File: config.mk
export PLATFORM = sky130hd
export DESIGN_NAME = cas_status_irq
export DESIGN_NICKNAME = d
export VERILOG_FILES = /design/src/core/cas_pkg.sv /design/src/core/cas_sticky_group.sv /design/src/core/cas_status_irq.sv
export SDC_FILE = /design/constraint.sdc
export NUM_CORES = 1
export LEC_CHECK = 0
export BUFFER_PORTS_ARGS = -buffer_cell sky130_fd_sc_hd__buf_2
export CAP_MARGIN = 30
export CORE_MARGIN = 2
export CORE_UTILIZATION = 35
export DETAILED_ROUTE_END_ITERATION = 10
export PLACE_DENSITY_LB_ADDON = 0.25
export SETUP_SLACK_MARGIN = 0.15
export SYNTH_ARGS = -nofsm -noshare
export SYNTH_HDL_FRONTEND = slang
export SYNTH_SLANG_ARGS = --single-unit
export TNS_END_PERCENT = 5
File: constraint.sdc
create_clock -name sys_clk -period 2.1 [get_ports sys_clk]
set_clock_uncertainty 0.2 [all_clocks]
set_input_delay 0.21 -clock sys_clk [delete_from_list [all_inputs] [get_ports sys_clk]]
set_output_delay 0.21 -clock sys_clk [all_outputs]
set_load 0.005 [all_outputs]
File: src/core/cas_pkg.sv
// Constants for the clock alarm status and interrupt block
// Contract
// - Internal status bit 0 is high while the device calibrates.
// - Internal status bit 1 is high when the reference oscillator pins lose signal.
// - Internal status bit 5 is high on a serial-bus timeout.
// - Input alarm register shows live loss bits 1:0 and frequency bits 5:4.
// - Lock status bit 1 shows live PLL loss of lock.
// - Lock status bit 5 shows live holdover or free-run.
// - Calibration status bit 5 shows live PLL calibration busy.
// - Sticky fault bits 0, 1, 5 latch their live conditions until cleared.
// - Writing zero clears only those sticky bits; ones leave bits unchanged.
// - Sticky alarm bits 1:0 and 5:4 latch per input, cleared by zero.
// - Sticky lock bits 1 and 5 latch unlock and holdover, cleared by zero.
// - Sticky calibration bit 5 latches PLL busy, cleared by writing zero.
// - Fault mask bits 0, 1, 5 gate sticky fault flags from interrupt.
// - Alarm mask bits 1:0 and 5:4 gate sticky input flags.
// - Lock mask bit 1 gates unlock flag, bit 5 gates holdover flag.
// - Mask one blocks the flag; mask zero lets a set flag interrupt.
// - Interrupt pin is active low; reference loss reaches it unless masked.
// - Calibration mask bit 5 gates the sticky PLL calibration flag.
package cas_pkg;
    // ------------------------------------------------------------
    // Register offsets
    // ------------------------------------------------------------
    localparam logic [7:0] CAS_OFS_FAULT_STAT  = 8'h0c;
    localparam logic [7:0] CAS_OFS_ALARM_STAT  = 8'h0d;
    localparam logic [7:0] CAS_OFS_LOCK_STAT   = 8'h0e;
    localparam logic [7:0] CAS_OFS_CAL_STAT    = 8'h0f;
    localparam logic [7:0] CAS_OFS_FAULT_STKY  = 8'h11;
    localparam logic [7:0] CAS_OFS_ALARM_STKY  = 8'h12;
    localparam logic [7:0] CAS_OFS_LOCK_STKY   = 8'h13;
    localparam logic [7:0] CAS_OFS_CAL_STKY    = 8'h14;
    localparam logic [7:0] CAS_OFS_FAULT_MASK  = 8'h17;
    localparam logic [7:0] CAS_OFS_ALARM_MASK  = 8'h18;
    localparam logic [7:0] CAS_OFS_LOCK_MASK   = 8'h19;
    localparam logic [7:0] CAS_OFS_CAL_MASK    = 8'h1a;
    // ------------------------------------------------------------
    // Implemented bit sets per register (other bits read zero)
    // ------------------------------------------------------------
    localparam logic [7:0] CAS_FAULT_BITS = 8'h23;   // Bits 0, 1, 5
    localparam logic [7:0] CAS_ALARM_BITS = 8'h33;   // Bits 1:0, 5:4
    localparam logic [7:0] CAS_LOCK_BITS  = 8'h22;   // Bits 1, 5
    localparam logic [7:0] CAS_CAL_BITS   = 8'h20;   // Bit 5
    // ------------------------------------------------------------
    // Field positions
    // ------------------------------------------------------------
    localparam int CAS_POS_CALIBRATING = 0;
    localparam int CAS_POS_REF_LOSS    = 1;
    localparam int CAS_POS_BUS_TIMEOUT = 5;
    localparam int CAS_POS_LOS_LO      = 0;
    localparam int CAS_POS_OOF_LO      = 4;
    localparam int CAS_POS_UNLOCK      = 1;
    localparam int CAS_POS_HOLDOVER    = 5;
    localparam int CAS_POS_PLL_CAL     = 5;
    // ------------------------------------------------------------
    // Reset values
    // ------------------------------------------------------------
    localparam logic [7:0] CAS_STKY_RST = 8'h00;
    localparam logic [7:0] CAS_MASK_RST = 8'h00;
endpackage : cas_pkg

File: src/core/cas_sticky_group.sv
// One sticky flag register with its mask and interrupt term
`timescale 1ns/1ps
`default_nettype none
module cas_sticky_group
    import cas_pkg::*;
#(
    parameter logic [7:0] BITS = 8'hff
)(
    input  wire logic       sys_clk,
    input  wire logic       rst_n,
    input  wire logic [7:0] live,
    input  wire logic       stky_wr,
    input  wire logic       mask_wr,
    input  wire logic [7:0] wr_data,
    output var  logic [7:0] stky_q,
    output var  logic [7:0] mask_q,
    output logic            irq_term
);
    logic [7:0] stky_r;
    logic [7:0] stky_nxt;
    logic [7:0] mask_r;
    logic [7:0] mask_nxt;
    wire  [7:0] clr_bits = stky_wr ? ~wr_data : 8'h00;

    // ------------------------------------------------------------
    // Next values
    // ------------------------------------------------------------
    // A live event in the clear cycle wins, so no event is lost
    assign stky_nxt = ((stky_r & ~clr_bits) | live) & BITS;
    assign mask_nxt = mask_wr ? (wr_data & BITS) : mask_r;
    // Mask one blocks, mask zero passes a set flag
    assign irq_term = |(stky_r & ~mask_r & BITS);

    // Flag and mask storage
    always_ff @(posedge sys_clk or negedge rst_n)
    begin
        if (!rst_n)
        begin
            stky_r <= CAS_STKY_RST;
            mask_r <= CAS_MASK_RST;
        end
        else
        begin
            stky_r <= stky_nxt;
            mask_r <= mask_nxt;
        end
    end

    assign stky_q = stky_r;
    assign mask_q = mask_r;
endmodule : cas_sticky_group
`default_nettype wire

File: src/core/cas_status_irq.sv
// Status, sticky flag and interrupt mask top for the clock alarm block
`timescale 1ns/1ps
`default_nettype none
module cas_status_irq
    import cas_pkg::*;
(
    input  wire logic       sys_clk,
    input  wire logic       nrst,
    // Live conditions from the rest of the device
    input  wire logic       device_calibrating,
    input  wire logic       ref_pin_signal_loss,
    input  wire logic       bus_timeout,
    input  wire logic [1:0] loss_of_signal,
    input  wire logic [1:0] out_of_frequency,
    input  wire logic       loss_of_lock,
    input  wire logic       pll_holdover,
    input  wire logic       pll_cal_busy,
    // Register port from the serial interface
    input  wire logic [7:0] reg_addr,
    input  wire logic       reg_wr,
    input  wire logic [7:0] reg_wdata,
    output var  logic [7:0] reg_rdata,
    // Interrupt pin, active low
    output var  logic       irq_out_n
);
    // ------------------------------------------------------------
    // Reset synchroniser
    // ------------------------------------------------------------
    logic rst_meta_r;
    logic rst_n_r;

    // Release is synchronous so flags never leave reset on a split edge
    always_ff @(posedge sys_clk or negedge nrst)
    begin
        if (!nrst)
        begin
            rst_meta_r <= 1'b0;
            rst_n_r    <= 1'b0;
        end
        else
        begin
            rst_meta_r <= 1'b1;
            rst_n_r    <= rst_meta_r;
        end
    end

    // ------------------------------------------------------------
    // Live status words
    // ------------------------------------------------------------
    wire [7:0] fault_live;
    wire [7:0] alarm_live;
    wire [7:0] lock_live;
    wire [7:0] cal_live;

    assign fault_live = (8'(device_calibrating)  << CAS_POS_CALIBRATING)
                      | (8'(ref_pin_signal_loss) << CAS_POS_REF_LOSS)
                      | (8'(bus_timeout)         << CAS_POS_BUS_TIMEOUT);
    // Input 0 lands on bits 0 and 4, input 1 on bits 1 and 5
    assign alarm_live = (8'(loss_of_signal)   << CAS_POS_LOS_LO)
                      | (8'(out_of_frequency) << CAS_POS_OOF_LO);
    assign lock_live  = (8'(loss_of_lock) << CAS_POS_UNLOCK)
                      | (8'(pll_holdover) << CAS_POS_HOLDOVER);
    assign cal_live   = 8'(pll_cal_busy) << CAS_POS_PLL_CAL;

    // ------------------------------------------------------------
    // Write decode
    // ------------------------------------------------------------
    wire wr_fault_stky = reg_wr && (reg_addr == CAS_OFS_FAULT_STKY);
    wire wr_alarm_stky = reg_wr && (reg_addr == CAS_OFS_ALARM_STKY);
    wire wr_lock_stky  = reg_wr && (reg_addr == CAS_OFS_LOCK_STKY);
    wire wr_cal_stky   = reg_wr && (reg_addr == CAS_OFS_CAL_STKY);
    wire wr_fault_mask = reg_wr && (reg_addr == CAS_OFS_FAULT_MASK);
    wire wr_alarm_mask = reg_wr && (reg_addr == CAS_OFS_ALARM_MASK);
    wire wr_lock_mask  = reg_wr && (reg_addr == CAS_OFS_LOCK_MASK);
    wire wr_cal_mask   = reg_wr && (reg_addr == CAS_OFS_CAL_MASK);

    // ------------------------------------------------------------
    // Sticky groups
    // ------------------------------------------------------------
    wire [7:0] fault_stky;
    wire [7:0] fault_mask;
    wire [7:0] alarm_stky;
    wire [7:0] alarm_mask;
    wire [7:0] lock_stky;
    wire [7:0] lock_mask;
    wire [7:0] cal_stky;
    wire [7:0] cal_mask;
    wire [3:0] irq_terms;

    // Fault flags and their masks
    cas_sticky_group #(.BITS(CAS_FAULT_BITS)) u_fault (
        .sys_clk  (sys_clk),
        .rst_n    (rst_n_r),
        .live     (fault_live),
        .stky_wr  (wr_fault_stky),
        .mask_wr  (wr_fault_mask),
        .wr_data  (reg_wdata),
        .stky_q   (fault_stky),
        .mask_q   (fault_mask),
        .irq_term (irq_terms[0])
    );

    // Per-input alarm flags and their masks
    cas_sticky_group #(.BITS(CAS_ALARM_BITS)) u_alarm (
        .sys_clk  (sys_clk),
        .rst_n    (rst_n_r),
        .live     (alarm_live),
        .stky_wr  (wr_alarm_stky),
        .mask_wr  (wr_alarm_mask),
        .wr_data  (reg_wdata),
        .stky_q   (alarm_stky),
        .mask_q   (alarm_mask),
        .irq_term (irq_terms[1])
    );

    // Lock and holdover flags and their masks
    cas_sticky_group #(.BITS(CAS_LOCK_BITS)) u_lock (
        .sys_clk  (sys_clk),
        .rst_n    (rst_n_r),
        .live     (lock_live),
        .stky_wr  (wr_lock_stky),
        .mask_wr  (wr_lock_mask),
        .wr_data  (reg_wdata),
        .stky_q   (lock_stky),
        .mask_q   (lock_mask),
        .irq_term (irq_terms[2])
    );

    // PLL calibration flag and its mask
    cas_sticky_group #(.BITS(CAS_CAL_BITS)) u_cal (
        .sys_clk  (sys_clk),
        .rst_n    (rst_n_r),
        .live     (cal_live),
        .stky_wr  (wr_cal_stky),
        .mask_wr  (wr_cal_mask),
        .wr_data  (reg_wdata),
        .stky_q   (cal_stky),
        .mask_q   (cal_mask),
        .irq_term (irq_terms[3])
    );

    // ------------------------------------------------------------
    // Read mux
    // ------------------------------------------------------------
    logic [7:0] rdata_nxt;

    // Unmapped offsets read zero; the read has no side effect
    always_comb
    begin
        case (reg_addr)
            CAS_OFS_FAULT_STAT: rdata_nxt = fault_live;
            CAS_OFS_ALARM_STAT: rdata_nxt = alarm_live;
            CAS_OFS_LOCK_STAT:  rdata_nxt = lock_live;
            CAS_OFS_CAL_STAT:   rdata_nxt = cal_live;
            CAS_OFS_FAULT_STKY: rdata_nxt = fault_stky;
            CAS_OFS_ALARM_STKY: rdata_nxt = alarm_stky;
            CAS_OFS_LOCK_STKY:  rdata_nxt = lock_stky;
            CAS_OFS_CAL_STKY:   rdata_nxt = cal_stky;
            CAS_OFS_FAULT_MASK: rdata_nxt = fault_mask;
            CAS_OFS_ALARM_MASK: rdata_nxt = alarm_mask;
            CAS_OFS_LOCK_MASK:  rdata_nxt = lock_mask;
            CAS_OFS_CAL_MASK:   rdata_nxt = cal_mask;
            default:            rdata_nxt = 8'h00;
        endcase
    end

    // ------------------------------------------------------------
    // Output registers
    // ------------------------------------------------------------
    wire irq_nxt_n = ~(|irq_terms);

    // Registered so the pin never glitches on mux settling
    always_ff @(posedge sys_clk or negedge rst_n_r)
    begin
        if (!rst_n_r)
        begin
            reg_rdata <= 8'h00;
            irq_out_n <= 1'b1;
        end
        else
        begin
            reg_rdata <= rdata_nxt;
            irq_out_n <= irq_nxt_n;
        end
    end
endmodule : cas_status_irq
`default_nettype wire

Yosys cells after proc, flatten, opt, wreduce, memory -nomap -nowiden
Cells that the tools add are included.
{ "word_totals": {"ff_bits": 31, "inputBits": 29, "output_inout_bits": 9, "elab_cells": 64} }
{ "classes": {"n_eq_ne": 12, "n_mux": 5, "bitwise": 26, "n_reduce_logical": 9} }
{ "op_table": {"columns": ["cell", "count"], "rows": [
  ["6-bit case mux with 12 select lines", 1],
  ["8-bit by 5-bit == test with 1-bit output (second input constant)", 8],
  ["6-bit inverter", 9],
  ["6-bit AND", 8],
  ["8-bit by 4-bit == test with 1-bit output (second input constant)", 4],
  ["6-bit two-way mux", 4],
  ["6-bit bitwise OR", 4],
  ["2-bit by 6-bit bitwise OR with 6-bit output", 3],
  ["10-bit OR reduction", 1],
  ["1-bit logical AND", 8],
  ["1-bit by 2-bit bitwise OR with 2-bit output", 1],
  ["1-bit inverter", 1]
]} }

Longest topological paths before layout
{ "logic_depth": {"word_depth": 6, "depth_mapped": 6, "ltp_nobuf": 4} }

Hierarchy
Synthesis repeated with hierarchy kept, for this count alone.
{ "unflattened": {"cells_unflattened": 272, "hier_area_um2": 2451.1} }
{ "modules_own_cells": {"columns": ["module", "n_inst", "cells_per_inst", "area_per_inst_um2", "seq_area_each_um2"], "rows": [
  ["cas_status_irq", 1, 161, 1277.5, 276.5],
  ["cas_sticky_group (u_alarm)", 1, 34, 395.4, 200.2],
  ["cas_sticky_group (u_fault)", 1, 30, 326.6, 150.1],
  ["cas_sticky_group (u_lock)", 1, 26, 257.7, 100.1],
  ["cas_sticky_group (u_cal)", 1, 21, 193.9, 50.0]
]} }

Worst setup path before layout
OpenSTA, ideal clock, no wires.
{ "synth_path": {"kind": "in2reg", "from": "in reg_addr[5]", "to": "reg u_fault.mask_r[0], in the netlist u_fault.mask_q[0]", "setup_ps": 125, "arrival_ps": 1203, "path_slack_ps": 572, "stages": 4, "path_buffers": 0, "path_cell_list": "nor4b_4 > nand3_1 > nor2_2 > mux2_2"} }
{ "synth_via": {"elab_chain_len": 2} }
{ "synth_rtl": {"columns": ["element", "line_no", "rtl"], "rows": [
  ["start: declaration", "cas_status_irq.sv:19", "input wire logic [7:0] reg_addr,"],
  ["8-bit by 5-bit == test with 1-bit output", "cas_status_irq.sv:72", "wire wr_fault_mask = reg_wr && (reg_addr == CAS_OFS_FAULT_MASK);"],
  ["1-bit logical AND", "cas_status_irq.sv:72", null],
  ["end signal: assignment", "cas_sticky_group.sv:45", "mask_r <= mask_nxt;"],
  ["end: declaration", "cas_sticky_group.sv:21", "logic [7:0] mask_r;"]
]} }
No other way between the ends.
A chain may end at the register's enable or synchronous reset.

Worst setup path after layout
{ "layout_path": {"from": "in reg_addr[5]", "to": "reg u_fault.mask_r[1], in the netlist u_fault.mask_q[1]"} }
Same word-level chain as after synthesis.

==> impl_metrics.tcl <==
set metrics [dict create \
    p_clk_share_pct 29.9 \
    synth_most_common_cell "dfrtp_1" \
    synth_top_area_cell "dfrtp_1" \
    cts_tree "yes" \
    p_seq_share_pct 56.2 \
    grt-ovfl-total 0 \
    grt_pass1_wl_um 6550 \
    required_ps 2070 \
    utilization_pct 46.3 \
    io_pins 38 \
    netlist_area_um2 1520 \
    synth_cell_type_count 49 \
    rsz0062_at_grt "no" \
    critPathKind "in -> reg" \
    antenna_cells 0 \
    synthesis.instances 153 \
    ys_ff_latch 27 \
    p_leak_nw 0.867 \
    setup_tns_ps 0 \
    drc_errors 0 \
    wl_met3_um 290 \
    cpMaxStageDelayCell "mux2_2" \
    peakVddDrop_v 0.000331 \
    ctsResizeCount 0 \
    switching_power_mw 0.240 \
    critPathLaunchType "primary input" \
    cts_max_level 1 \
    area_delta_synth_final_pct 24.3 \
    hpwl_um 2940 \
    yosys-top-cells-area "dfrtp_1 (43%), mux2_4 (3.9%), nand2b_1 (3.7%)" \
    routedWlPerCell_um 15.1 \
    hold_viol 0 \
    relSlewSlack_pct 56.4 \
    top_layer_used "met4" \
    worstSkewPairLatency_ps 270 \
    powerDensity_nw_per_um2 516 \
    synth_edf_count 0 \
    report.final.slew_viol_count 0 \
    grt_usage_pct 16.7 \
    dr.pass1.iters 4 \
    clockBufferDepth 2 \
    design.die.area_um2 4890 \
    final_antenna_net_count 0 \
    combinationalPowerShare_pct 13.9 \
    coreArea_um2 4090 \
    wl_met2_um 1780 \
    ys_top_cells_by_count "dfrtp_1 (26), inv_1 (12), nand2_1 (9), nand2b_1 (9), o21ai_0 (9)" \
    portBuffers 29 \
    nets 227 \
    tightest_slew_ps 654 \
    drt_iter0_markers 62 \
    grt_start_max_net_pins 20 \
    routedLengthMet1_um 1620 \
    yosys_warnings 0 \
    fmax_mhz 647 \
    dieHeight_um 69.9 \
    end_kind "register" \
    yosysTopAreaCellShare_pct 42.8 \
    switching_share_pct 24.6 \
    clock-sinks 27 \
    routed_wirelength_um 3740 \
    path_clk_slew_ps 90 \
    post-route-period-util_pct 73.6 \
    avgSynthCellArea_um2 9.94 \
    drive_above_1_share_pct 26.4 \
    die_x_um 69.9 \
    initial_utilization_pct 37.2 \
    slowest_delay_ps 350 \
    hold_path.class "in -> async" \
    cp.arrival_ps 1510 \
    grt_pass1_vias 1353 \
    cap_viol_max_count 0 \
    viasPerCell 5.43 \
    rows 23 \
    place_congestion 0.908 \
    vias 1341 \
    setup_viol 0 \
    crit_chain "buf_2 -> nor4b_4 -> buf_4 -> nand3_1 -> nor2_2 -> mux2_2" \
    cp_max_fo 13 \
    antenna_found_initial 0 \
    outcome "complete, no violations" \
    cts_root_buf "clkbuf_8" \
    async_flop_share_pct 100 \
    ys_seq_area_share_pct 44.5 \
    synthFlopType "dfrtp_1" \
    cts_buffers 3 \
    min_period_ps 1550 \
    power.internal_mw 0.736 \
]
[registers in the layout (all words and copies together), names as in the netlist, 2 cells and up]
signal / cells
reg_rdata: 4
u_alarm.mask_q: 4
u_alarm.stky_q: 4
u_fault.mask_q: 3
u_fault.stky_q: 3
u_lock.mask_q: 2
u_lock.stky_q: 2
[power by group through the flow]
stage          Clock [mW]  Sequential, mW  Combinational [mW]
2_1_floorplan           0           0.557              0.0638
3_3_place_gp            0           0.559               0.115
3_5_place_dp            0           0.559               0.118
4_1_cts             0.301           0.549               0.135
5_1_grt             0.326           0.551               0.151
6_report            0.292           0.548               0.136
[per-layer routing]
metal | track usage, % | up-vias
li1 | - | 638
met1 | 22.7 | 636
met2 | 26.7 | 58
met3 | 4.18 | 9
met4 | 3.85 | 0
met5 | 0 | -
[cell families (layout without fill, tap and decap cells)]
family / after synthesis / count (layout) / share of synthesized area (%)
simple gates: 59 / 59 / 24.2
compound gates: 32 / 32 / 14.9
flops: 27 / 27 / 44.5
buf+inv: 22 / 63 / 6.91
mux: 11 / 11 / 9.05
other cells: 2 / 5 / 0.494
[through the flow]
| stage | cell area (um^2) | worst slack [ps] | cells | hold slack (ps) | power [mW] |
|---|---|---|---|---|---|
| 2_1_floorplan | 1530 | 572 | 156 | -286 | 0.621 |
| 3_3_place_gp | 1730 | 283 | 231 | -204 | 0.674 |
| 3_5_place_dp | 1730 | 265 | 231 | -200 | 0.677 |
| 4_1_cts | 1890 | 559 | 247 | 26.7 | 0.986 |
| 5_1_grt | 1890 | 480 | 247 | 40.4 | 1.03 |
| 6_report | 1890 | 553 | 247 | 36.0 | 0.976 |
[layout make-up]
cell class / count / area [um^2]
fill: 408 / 2200
sequential: 27 / 677
timing repair buffer: 47 / 310
clock buffer: 4 / 45.0
multi-input combinational: 107 / 751
inverter: 12 / 45.0
tap: 50 / 62.6
[cell usage in the layout, fill, tap and decap left out, types with 5 or more instances in the layout]
cell type / n
buf_2: 29
dfrtp_1: 26
inv_1: 12
dlygate4sd3_1: 12
nand2_1: 9
o21ai_0: 9
nand2b_1: 9
nand4_1: 8
nand3_1: 8
buf_4: 6
conb_1: 5
[repair_timing]
action,in CTS,in global routing
setup buffers,0,0
endpoints found under the hold margin,13,0
hold buffers,12,0
[worst max-delay path: cells and delay by family]
family	cells	cell delay, ps
buffers and inverters	2	350
and+or+nand+nor	3	600
muxes	1	350
[path summary, 6_finish.rpt]
path                                    from           endpoint  slack [ps]  depth (start not counted)
min in group sys_clk            reg_wdata[1]   u_lock.mask_q[1]          40                          2
max                              reg_addr[5]  u_fault.mask_q[1]         550                          6
max in group asynchronous            rst_n_r  u_fault.stky_q[1]        1040                          1
min                                     nrst         rst_meta_r          40                          2
max reg2reg                u_fault.mask_q[5]       reg_rdata[5]         590                          4
min reg2reg                          rst_n_r       reg_rdata[1]          70                          0
Note: power is estimated with default switching activity, not from simulation.
